## src/core/pag_pkg.sv

```systemverilog
// Constants and types for the setting-store access guard
//------------------------------------------------------------
//------------------------------------------------------------
package pag_pkg;

   // Setting numbers seen on the access port
   localparam logic [9:0] PN_STALL_LVL = 10'h016;
   localparam logic [9:0] PN_RESET_SEL = 10'h04b;
   localparam logic [9:0] PN_WGUARD = 10'h04d;
   localparam logic [9:0] PN_DIRLIM = 10'h04e;
   localparam logic [9:0] PN_OPMODE = 10'h04f;
   localparam logic [9:0] PN_SCOPE = 10'h0a0;
   localparam logic [9:0] PN_LVL = 10'h128;
   localparam logic [9:0] PN_ENTRY = 10'h129;
   localparam logic [9:0] PN_LSRC = 10'h227;
   localparam logic [9:0] PN_CONTRAST = 10'h3df;

   // Setting values and reset values
   localparam logic [15:0] V_NONE = 16'h270f;
   localparam logic [15:0] V_ZERO = 16'h0000;
   localparam logic [15:0] DL_BOTH = 16'h0000;
   localparam logic [15:0] DL_NO_REV = 16'h0001;
   localparam logic [15:0] DL_NO_FWD = 16'h0002;
   localparam logic [15:0] SC_ALL = 16'h0000;
   localparam logic [15:0] SC_SIMPLE = 16'h270f;
   localparam logic [15:0] WG_STOP = 16'h0000;
   localparam logic [15:0] WG_NONE = 16'h0001;
   localparam logic [15:0] WG_ANY = 16'h0002;
   localparam logic [15:0] LS_NET_SCOPE = 16'h0002;
   localparam logic [15:0] LS_RST = 16'h270f;
   localparam logic [15:0] PW_MIN = 16'h03e8;
   localparam logic [15:0] PW_MAX = 16'h270e;
   localparam logic [15:0] LV_MIN = 16'h0001;
   localparam logic [15:0] LV_MAX = 16'h0006;
   localparam logic [15:0] LV_CNT_MIN = 16'h0065;
   localparam logic [15:0] LV_CNT_MAX = 16'h006a;
   localparam logic [15:0] LV_CNT_BASE = 16'h0064;
   localparam logic [2:0] ERR_LIMIT = 3'h5;

   // Attributes of one guarded access
   typedef struct packed {
      logic network_mode;      // From network port, else local unit
      logic simple;   // Setting belongs to simple mode
      logic anytime;  // Writable during run at guard 0
      logic stoponly; // Not writable during run at guard 2
      logic self_upd; // Internal update by the device
   } pag_acc_s;

   // Direction command pair
   typedef struct packed {
      logic fwd;
      logic rev;
   } pag_dir_s;

   // Image kept in nonvolatile storage
   typedef struct packed {
      logic [15:0] level;
      logic [15:0] password;
      logic locked;
      logic [2:0] err;
   } pag_nv_s;

endpackage

```

## src/core/pag_guard.sv

```systemverilog
// Access guard for the setting store with direction limit and password lock
//
// The register addresses and the plain strobed port are this design's own decisions.
`timescale 1ns/1ns
module pag_guard import pag_pkg::*; (
   input wire logic clk_i,
   input wire logic rst_i,
   input wire logic [9:0] addr_i,
   input wire logic [15:0] wdata_i,
   input wire logic wr_i,
   input wire logic rd_i,
   input wire pag_acc_s acc_i,
   output logic [15:0] rdata_o,
   output logic ack_o,
   output logic deny_o,
   output logic locked_indication_o,
   input wire logic running_i,
   input wire logic pu_connected_i,
   input wire logic all_clear_i,
   output logic clear_done_o,
   output logic clear_refused_o,
   input wire logic forward_start_i,
   input wire logic reverse_start_i,
   input wire pag_dir_s panel_dir_i,
   input wire pag_dir_s net_dir_i,
   output pag_dir_s run_dir_o,
   input wire logic nv_load_i,
   input wire pag_nv_s nv_i,
   output pag_nv_s nv_o
);

   //------------------------------------------------------------
   // State
   //------------------------------------------------------------
   typedef struct packed {
      logic [2:0] fsync;
      logic [2:0] rsync;
      logic fterm;
      logic rterm;
      logic [15:0] dirlim;
      logic [15:0] scope;
      logic [15:0] wguard;
      logic [15:0] lsrc;
      logic [15:0] level;
      logic [15:0] password;
      logic locked;
      logic [2:0] err;
      logic [15:0] rdata;
      logic ack;
      logic deny;
      logic locked_indication;
      logic clr_done;
      logic clr_ref;
      pag_dir_s dir;
   } pag_state_s;

   localparam pag_state_s ST_RST = '{
      fsync: 3'h0, rsync: 3'h0, fterm: 1'b0, rterm: 1'b0,
      dirlim: DL_BOTH, scope: SC_ALL, wguard: WG_STOP, lsrc: LS_RST,
      level: V_NONE, password: V_ZERO, locked: 1'b0, err: 3'h0,
      rdata: V_ZERO, ack: 1'b0, deny: 1'b0, locked_indication: 1'b0,
      clr_done: 1'b0, clr_ref: 1'b0, dir: 2'h0};

   pag_state_s st_ff;
   pag_state_s nxt_st;

   //------------------------------------------------------------
   // Helpers
   //------------------------------------------------------------
   // Lock level reduced to 1..6
   function automatic logic [2:0] lvl_idx(input logic [15:0] lv);
      if (lv >= LV_CNT_MIN) begin
         lvl_idx = 3'(lv - LV_CNT_BASE);
      end else begin
         lvl_idx = 3'(lv);
      end
   endfunction

   // Legal lock level value
   function automatic logic lvl_ok(input logic [15:0] lv);
      lvl_ok = (lv == V_NONE) || (lv >= LV_MIN && lv <= LV_MAX) ||
               (lv >= LV_CNT_MIN && lv <= LV_CNT_MAX);
   endfunction

   // Read and write rights of one port, {read, write}
   function automatic logic [1:0] rights(input logic [2:0] idx, input logic network_mode);
      unique case (idx)
         3'h1: rights = 2'b10;
         3'h2: rights = network_mode ? 2'b11 : 2'b10;
         3'h3: rights = network_mode ? 2'b10 : 2'b11;
         3'h4: rights = 2'b00;
         3'h5: rights = network_mode ? 2'b11 : 2'b00;
         3'h6: rights = network_mode ? 2'b00 : 2'b11;
         default: rights = 2'b11;
      endcase
   endfunction

   //------------------------------------------------------------
   // Access decision
   //------------------------------------------------------------
   logic counting;
   logic lockout;
   logic rd_scope_ok;
   logic wr_scope_ok;
   logic wg_ok;
   logic lock_exempt;
   logic [1:0] lock_rw;
   logic val_ok;
   logic rd_ok;
   logic wr_ok;

   always_comb begin
      counting = st_ff.level >= LV_CNT_MIN;
      lockout = st_ff.locked && counting && (st_ff.err == ERR_LIMIT);
      // Network sees all unless source 2
      rd_scope_ok = acc_i.simple || (st_ff.scope != SC_SIMPLE) ||
                    (acc_i.network_mode && st_ff.lsrc != LS_NET_SCOPE);
      wr_scope_ok = rd_scope_ok;
      if (addr_i == PN_LVL) begin
         wr_scope_ok = st_ff.scope == SC_ALL;
      end else if (addr_i == PN_ENTRY) begin
         wr_scope_ok = (st_ff.scope == SC_ALL) || (st_ff.level != V_NONE);
      end
      // Scope and lock writable while running
      unique case (st_ff.wguard)
         WG_STOP: wg_ok = !running_i || acc_i.anytime || addr_i == PN_SCOPE ||
                          addr_i == PN_LVL || addr_i == PN_ENTRY || addr_i == PN_WGUARD;
         WG_NONE: wg_ok = addr_i == PN_STALL_LVL || addr_i == PN_RESET_SEL ||
                          addr_i == PN_WGUARD || addr_i == PN_OPMODE || addr_i == PN_SCOPE ||
                          addr_i == PN_LVL || addr_i == PN_ENTRY;
         WG_ANY: wg_ok = !(running_i && acc_i.stoponly);
         default: wg_ok = 1'b0;
      endcase
      lock_exempt = !st_ff.locked || (addr_i == PN_CONTRAST && pu_connected_i) ||
                    addr_i == PN_ENTRY || addr_i == PN_LVL;
      lock_rw = lock_exempt ? 2'b11 : rights(lvl_idx(st_ff.level), acc_i.network_mode);
      unique case (addr_i)
         PN_DIRLIM: val_ok = wdata_i <= DL_NO_FWD;
         PN_SCOPE: val_ok = wdata_i == SC_ALL || wdata_i == SC_SIMPLE;
         PN_WGUARD: val_ok = wdata_i <= WG_ANY;
         PN_LVL: val_ok = lvl_ok(wdata_i) && !st_ff.locked;
         PN_ENTRY: val_ok = st_ff.level != V_NONE &&
                            (st_ff.locked || (wdata_i >= PW_MIN && wdata_i <= PW_MAX));
         default: val_ok = 1'b1;
      endcase
      // Scope, guard and lock rights must all pass; internal update overrides them
      rd_ok = rd_scope_ok && lock_rw[1];
      wr_ok = wr_scope_ok && wg_ok && lock_rw[0] && val_ok;
      if (acc_i.self_upd) begin
         rd_ok = 1'b1;
         wr_ok = 1'b1;
      end
   end

   //------------------------------------------------------------
   // Next state
   //------------------------------------------------------------
   always_comb begin
      nxt_st = st_ff;
      nxt_st.ack = 1'b0;
      nxt_st.deny = 1'b0;
      nxt_st.locked_indication = 1'b0;
      nxt_st.clr_done = 1'b0;
      nxt_st.clr_ref = 1'b0;
      nxt_st.rdata = V_ZERO;
      // Terminal inputs, accepted once stages two and three agree
      nxt_st.fsync = {st_ff.fsync[1:0], forward_start_i};
      nxt_st.rsync = {st_ff.rsync[1:0], reverse_start_i};
      if (st_ff.fsync[2] == st_ff.fsync[1]) begin
         nxt_st.fterm = st_ff.fsync[2];
      end
      if (st_ff.rsync[2] == st_ff.rsync[1]) begin
         nxt_st.rterm = st_ff.rsync[2];
      end
      // Limit applied to all sources alike
      nxt_st.dir.fwd = (panel_dir_i.fwd || net_dir_i.fwd || st_ff.fterm) &&
                       st_ff.dirlim != DL_NO_FWD;
      nxt_st.dir.rev = (panel_dir_i.rev || net_dir_i.rev || st_ff.rterm) &&
                       st_ff.dirlim != DL_NO_REV;
      if (rd_i) begin
         nxt_st.ack = rd_ok;
         nxt_st.deny = !rd_ok;
         nxt_st.locked_indication = !lock_rw[1] && !acc_i.self_upd;
         if (rd_ok) begin
            unique case (addr_i)
               PN_DIRLIM: nxt_st.rdata = st_ff.dirlim;
               PN_SCOPE: nxt_st.rdata = st_ff.scope;
               PN_WGUARD: nxt_st.rdata = st_ff.wguard;
               PN_LSRC: nxt_st.rdata = st_ff.lsrc;
               PN_LVL: nxt_st.rdata = st_ff.level;
               PN_ENTRY: nxt_st.rdata = !st_ff.locked ? V_NONE :
                                        counting ? {13'h0, st_ff.err} : V_ZERO;
               default: nxt_st.rdata = V_ZERO;
            endcase
         end
      end else if (wr_i) begin
         nxt_st.ack = wr_ok;
         nxt_st.deny = !wr_ok;
         nxt_st.locked_indication = !lock_rw[0] && !acc_i.self_upd;
         if (wr_ok) begin
            unique case (addr_i)
               PN_DIRLIM: nxt_st.dirlim = wdata_i;
               PN_SCOPE: nxt_st.scope = wdata_i;
               PN_WGUARD: nxt_st.wguard = wdata_i;
               PN_LSRC: nxt_st.lsrc = wdata_i;
               PN_LVL: nxt_st.level = wdata_i;
               PN_ENTRY: begin
                  if (!st_ff.locked) begin
                     nxt_st.password = wdata_i;
                     nxt_st.locked = 1'b1;
                     nxt_st.err = 3'h0;
                  end else if (!lockout) begin
                     if (wdata_i == st_ff.password) begin
                        nxt_st.locked = 1'b0;
                        nxt_st.err = 3'h0;
                     end else if (counting) begin
                        nxt_st.err = 3'(st_ff.err + 3'h1);
                     end
                  end
               end
               default: nxt_st.err = st_ff.err;
            endcase
         end
      end
      if (all_clear_i) begin
         if (running_i || st_ff.wguard == WG_NONE) begin
            nxt_st.clr_ref = 1'b1;
         end else begin
            nxt_st.dirlim = DL_BOTH;
            nxt_st.scope = SC_ALL;
            nxt_st.wguard = WG_STOP;
            nxt_st.lsrc = LS_RST;
            nxt_st.level = V_NONE;
            nxt_st.password = V_ZERO;
            nxt_st.locked = 1'b0;
            nxt_st.err = 3'h0;
            nxt_st.clr_done = 1'b1;
         end
      end
      if (nv_load_i && lvl_ok(nv_i.level)) begin
         nxt_st.level = nv_i.level;
         nxt_st.password = nv_i.password;
         nxt_st.locked = nv_i.locked && nv_i.level != V_NONE;
         nxt_st.err = (nv_i.err > ERR_LIMIT) ? ERR_LIMIT : nv_i.err;
      end
   end

   // State register
   always_ff @(posedge clk_i or posedge rst_i) begin
      if (rst_i) begin
         st_ff <= ST_RST;
      end else begin
         st_ff <= nxt_st;
      end
   end

   //------------------------------------------------------------
   // Outputs
   //------------------------------------------------------------
   // All outputs straight from the state register
   assign rdata_o = st_ff.rdata;
   assign ack_o = st_ff.ack;
   assign deny_o = st_ff.deny;
   assign locked_indication_o = st_ff.locked_indication;
   assign clear_done_o = st_ff.clr_done;
   assign clear_refused_o = st_ff.clr_ref;
   assign run_dir_o = st_ff.dir;
   assign nv_o = '{level: st_ff.level, password: st_ff.password,
                   locked: st_ff.locked, err: st_ff.err};
endmodule

```

## config.mk

```make
export PLATFORM = sky130hd
export DESIGN_NAME = pag_guard
export DESIGN_NICKNAME = d
export VERILOG_FILES = /design/src/core/pag_pkg.sv /design/src/core/pag_guard.sv
export SDC_FILE = /design/constraint.sdc
export NUM_CORES = 1
export LEC_CHECK = 0
export ABC_AREA = 1
export BUFFER_PORTS_ARGS = -buffer_cell sky130_fd_sc_hd__buf_4
export CAP_MARGIN = 5
export CORE_ASPECT_RATIO = 1.5
export CORE_UTILIZATION = 45
export CTS_CLUSTER_DIAMETER = 60
export DETAILED_ROUTE_END_ITERATION = 7
export PLACE_DENSITY = 0.66
export SYNTH_ARGS = -nofsm -noshare
export SYNTH_HDL_FRONTEND = slang
export SYNTH_SLANG_ARGS = --single-unit
```

## constraint.sdc

```tcl
create_clock -name clk_i -period 4 [get_ports clk_i]
set_input_delay 0.8 -clock clk_i [delete_from_list [all_inputs] [get_ports clk_i]]
set_output_delay 0.8 -clock clk_i [all_outputs]
set_load 0.02 [all_outputs]
```

==> impl_metrics.csv <==
group,metric,value,unit
outcome,status,"finished, final reports clean",
place,gp_congestion,0.927,
yosys,netlist_instances,1207,
floorplanning,rows,61,
power,pwr_density_cell,332,nW/um^2
critical_path,crit_path_end_kind,"register",
place,placedInstanceArea,9190,sq um
cts,clockRootBuffer,"clkbuf_16",
sta,fin_setup_tns,0,ns
yosys,async_reset_ff_frac,1.00,
cts,cts.path.max_buffers,2,
cts,tritoncts,"done",
finish,fillers,1860,
grt,antenna_found_initial,0,
cts,clk_pin_slew,0.06,ns
sta,tightest_slew,0.843,ns
routing,dr.pass1.iters,5,
grt,grt_pass1_vias,7641,
floorplanning,dieArea,19400,sq um
critical_path,ff2ff_path_depth,15,
grt,grt_pass1_wl,39.6,mm
routing,drt_iter0_drc,642,
routing,route.detailed.drc,0,
cts,clock-sinks,131,
yosys,yosys-top-cells-area,"dfrtp_1, nand2_1, nor2_1",
sta,min_period,3.17,ns
yosys,netlist.area_leader.share,0.340,
min_path,hold_path_class,"register to register",
sta,skew,0.00749,ns
min_path,hold_path_depth,0,
yosys,syn_area_per_cell,7.01,sq um
yosys,ys_types,45,
critical_path,critical_path_class,"register to register",
sta,rsz0062_at_grt,"no",
yosys,synth_enable_flop_cells,0,
critical_path,critPathRequiredTime,4.34,ns
yosys,synth_area,8470,sq um
floorplanning,die_height,170,um
sta,setup_viol,0,
routing,viasPerCell,5.20,
finish,drive_gt1_frac,0.182,
cts,cts_htree_levels,4,
sta,slew_viol_final,0,
yosys,yosys.cell_count.top_type,"nand2_1",
sta,post-route-period-util,0.792,
floorplanning,ioPinCount,140,
place,place_hpwl,18.0,mm
yosys,yosysSeqAreaShare,0.390,
grt,grt_usage,0.264,
cts,cts_resized,0,
routing,avgRoutedWirePerCell,16.3,um
grt,gr-total-overflow,0,
finish,antenna_cells,0,
finish,register_area,3300,sq um
power,p_leak,5.31,nW
cts,post_cts_buffers,0,
sta,slew_headroom,0.438,
critical_path,arrival,3.51,ns
yosys,yosysWarnings,0,
finish,multi_input_area,3840,sq um
cts,worstSkewPairLatency,0.42,ns
routing,drt_wl_total,25.0,mm
finish,stdcell_area,9820,sq um
floorplanning,initial_core_util,0.458,
finish,nNetsFinal,1350,
yosys,synth.largest_area_cell,"dfrtp_1",
yosys,synth_ff_type,"dfrtp_1",
critical_path,cpMostUsedCell,"nand2_2",
sta,fmax,316,MHz
floorplanning,core_area,18500,sq um
power,vdd_ir_drop_max,0.260,mV
finish,area_growth,16.0,%
routing,drtAntennaViolNets,0,
grt,grt_max_degree,104,
place,portBuffers,139,
cts,hold_buffers,0,
yosys,synth_nets,1291,
flow_run,cap_violations,0,
sta,hold_viol,0,
critical_path,cpMaxStageDelayCell,"dfrtp_1",
yosys,synth_common_cells,"nand2_1, nor2_1, inv_1",
cts,cts_buffers,17,
routing,vias,7961,
floorplanning,die_w,114,um
critical_path,cp-start-kind,"register",
critical_path,cp_cell_sequence,"inv_1 -> nand3_1 -> nor2_2 -> nand2_2 -> nand2_1 -> nand2_2 -> nand2_1 -> o21ai_0 -> nand2_1 -> nand3_2 -> nand2_2 -> nand2_2 -> nor2_4 -> o21ai_0 -> nor2_1",
yosys,ys_ff_latch,131,
critical_path,crit_path_max_incr_delay,0.49,ns
critical_path,crit_fanout,20,
final timing paths:
check | startpoint | slack [ns] | endpoint
worst max-delay path | nv_o[27] | 0.83 | st_ff[84]
worst min-delay path | nxt_st[129] | 0.35 | nxt_st[130]
worst max register to register | nv_o[27] | 0.83 | st_ff[84]
worst min register to register | nxt_st[129] | 0.35 | nxt_st[130]
max in group asynchronous | rst_i | 2.57 | nv_o[20]
min in group asynchronous | rst_i | 0.48 | rdata_o[10]
area by class of cell:
class                      instances  share of cell area
multi-input combinational        809               0.391
tap                              252              0.0321
clock buffer                      28              0.0546
clock inverter                     4             0.00968
sequential                       131               0.336
inverter                         155              0.0596
timing repair buffer             152               0.117
power by group:
group          switching [mW]  internal (mW)  total [mW]
combinational           0.168         0.0886       0.257
clock                   0.567           1.10        1.66
sequential            0.00426           1.34        1.34
cells by family after synthesis:
kind of cell / count (synthesis) / synth area share
buffers and inverters: 267 / 0.157
adders and majority gates: 5 / 0.00680
AOI/OAI and AO/OA: 117 / 0.0857
DFF: 131 / 0.390
and+or+nand+nor: 676 / 0.349
xor gates and xnor gates: 11 / 0.0114
flip-flops by register name (all words and copies together), names as in the netlist:
signal / count
st_ff: 68
nv_o: 36
rdata_o: 16
nxt_st: 4
run_dir_o: 2
ack_o: 1
clear_done_o: 1
clear_refused_o: 1
deny_o: 1
locked_indication_o: 1
placed cells by master (no fill, tap or decap), types with 10 or more instances in the layout:
cell	n
inv_1	147
nand2_1	285
o22ai_1	16
nor3_1	17
clkbuf_16	17
o21ai_0	49
dfrtp_1	115
nand3_1	77
nand4_1	42
dfstp_2	16
nor2_1	219
buf_4	151
a21oi_1	12
o211ai_1	10
per-stage QoR:
| stage | setup slack (ns) | std cells | utilization | hold WS, ns | power (mW) |
|---|---|---|---|---|---|
| floorplan | 1.50 | 1207 | - | 0.331 | 1.50 |
| global placement | 0.716 | 1499 | 0.498 | 0.335 | 1.62 |
| detailed placement | 0.615 | 1499 | 0.498 | 0.336 | 1.62 |
| CTS | 0.911 | 1531 | 0.532 | 0.352 | 3.27 |
| global route | 0.643 | 1531 | 0.532 | 0.365 | 3.36 |
| finish | 0.833 | 1531 | 0.532 | 0.349 | 3.26 |
per-layer routing:
layer / vias up / global-route usage / share of wire
met2: 295 / 0.486 / 0.53
met5: - / 0 / 0
met4: 0 / 0.102 / 0.028
met1: 3716 / 0.309 / 0.39
met3: 50 / 0.0338 / 0.050
li1: 3900 / - / -
critical path, delay by kind of cell (launching register included):
kind	cells	cell delay, ns
AO/OA/AOI/OAI	2	0.26
AND/OR/NAND/NOR	12	2.21
buffers and inverters	1	0.12
flip-flops	1	0.49
Note: power is estimated with default switching activity, not from simulation.
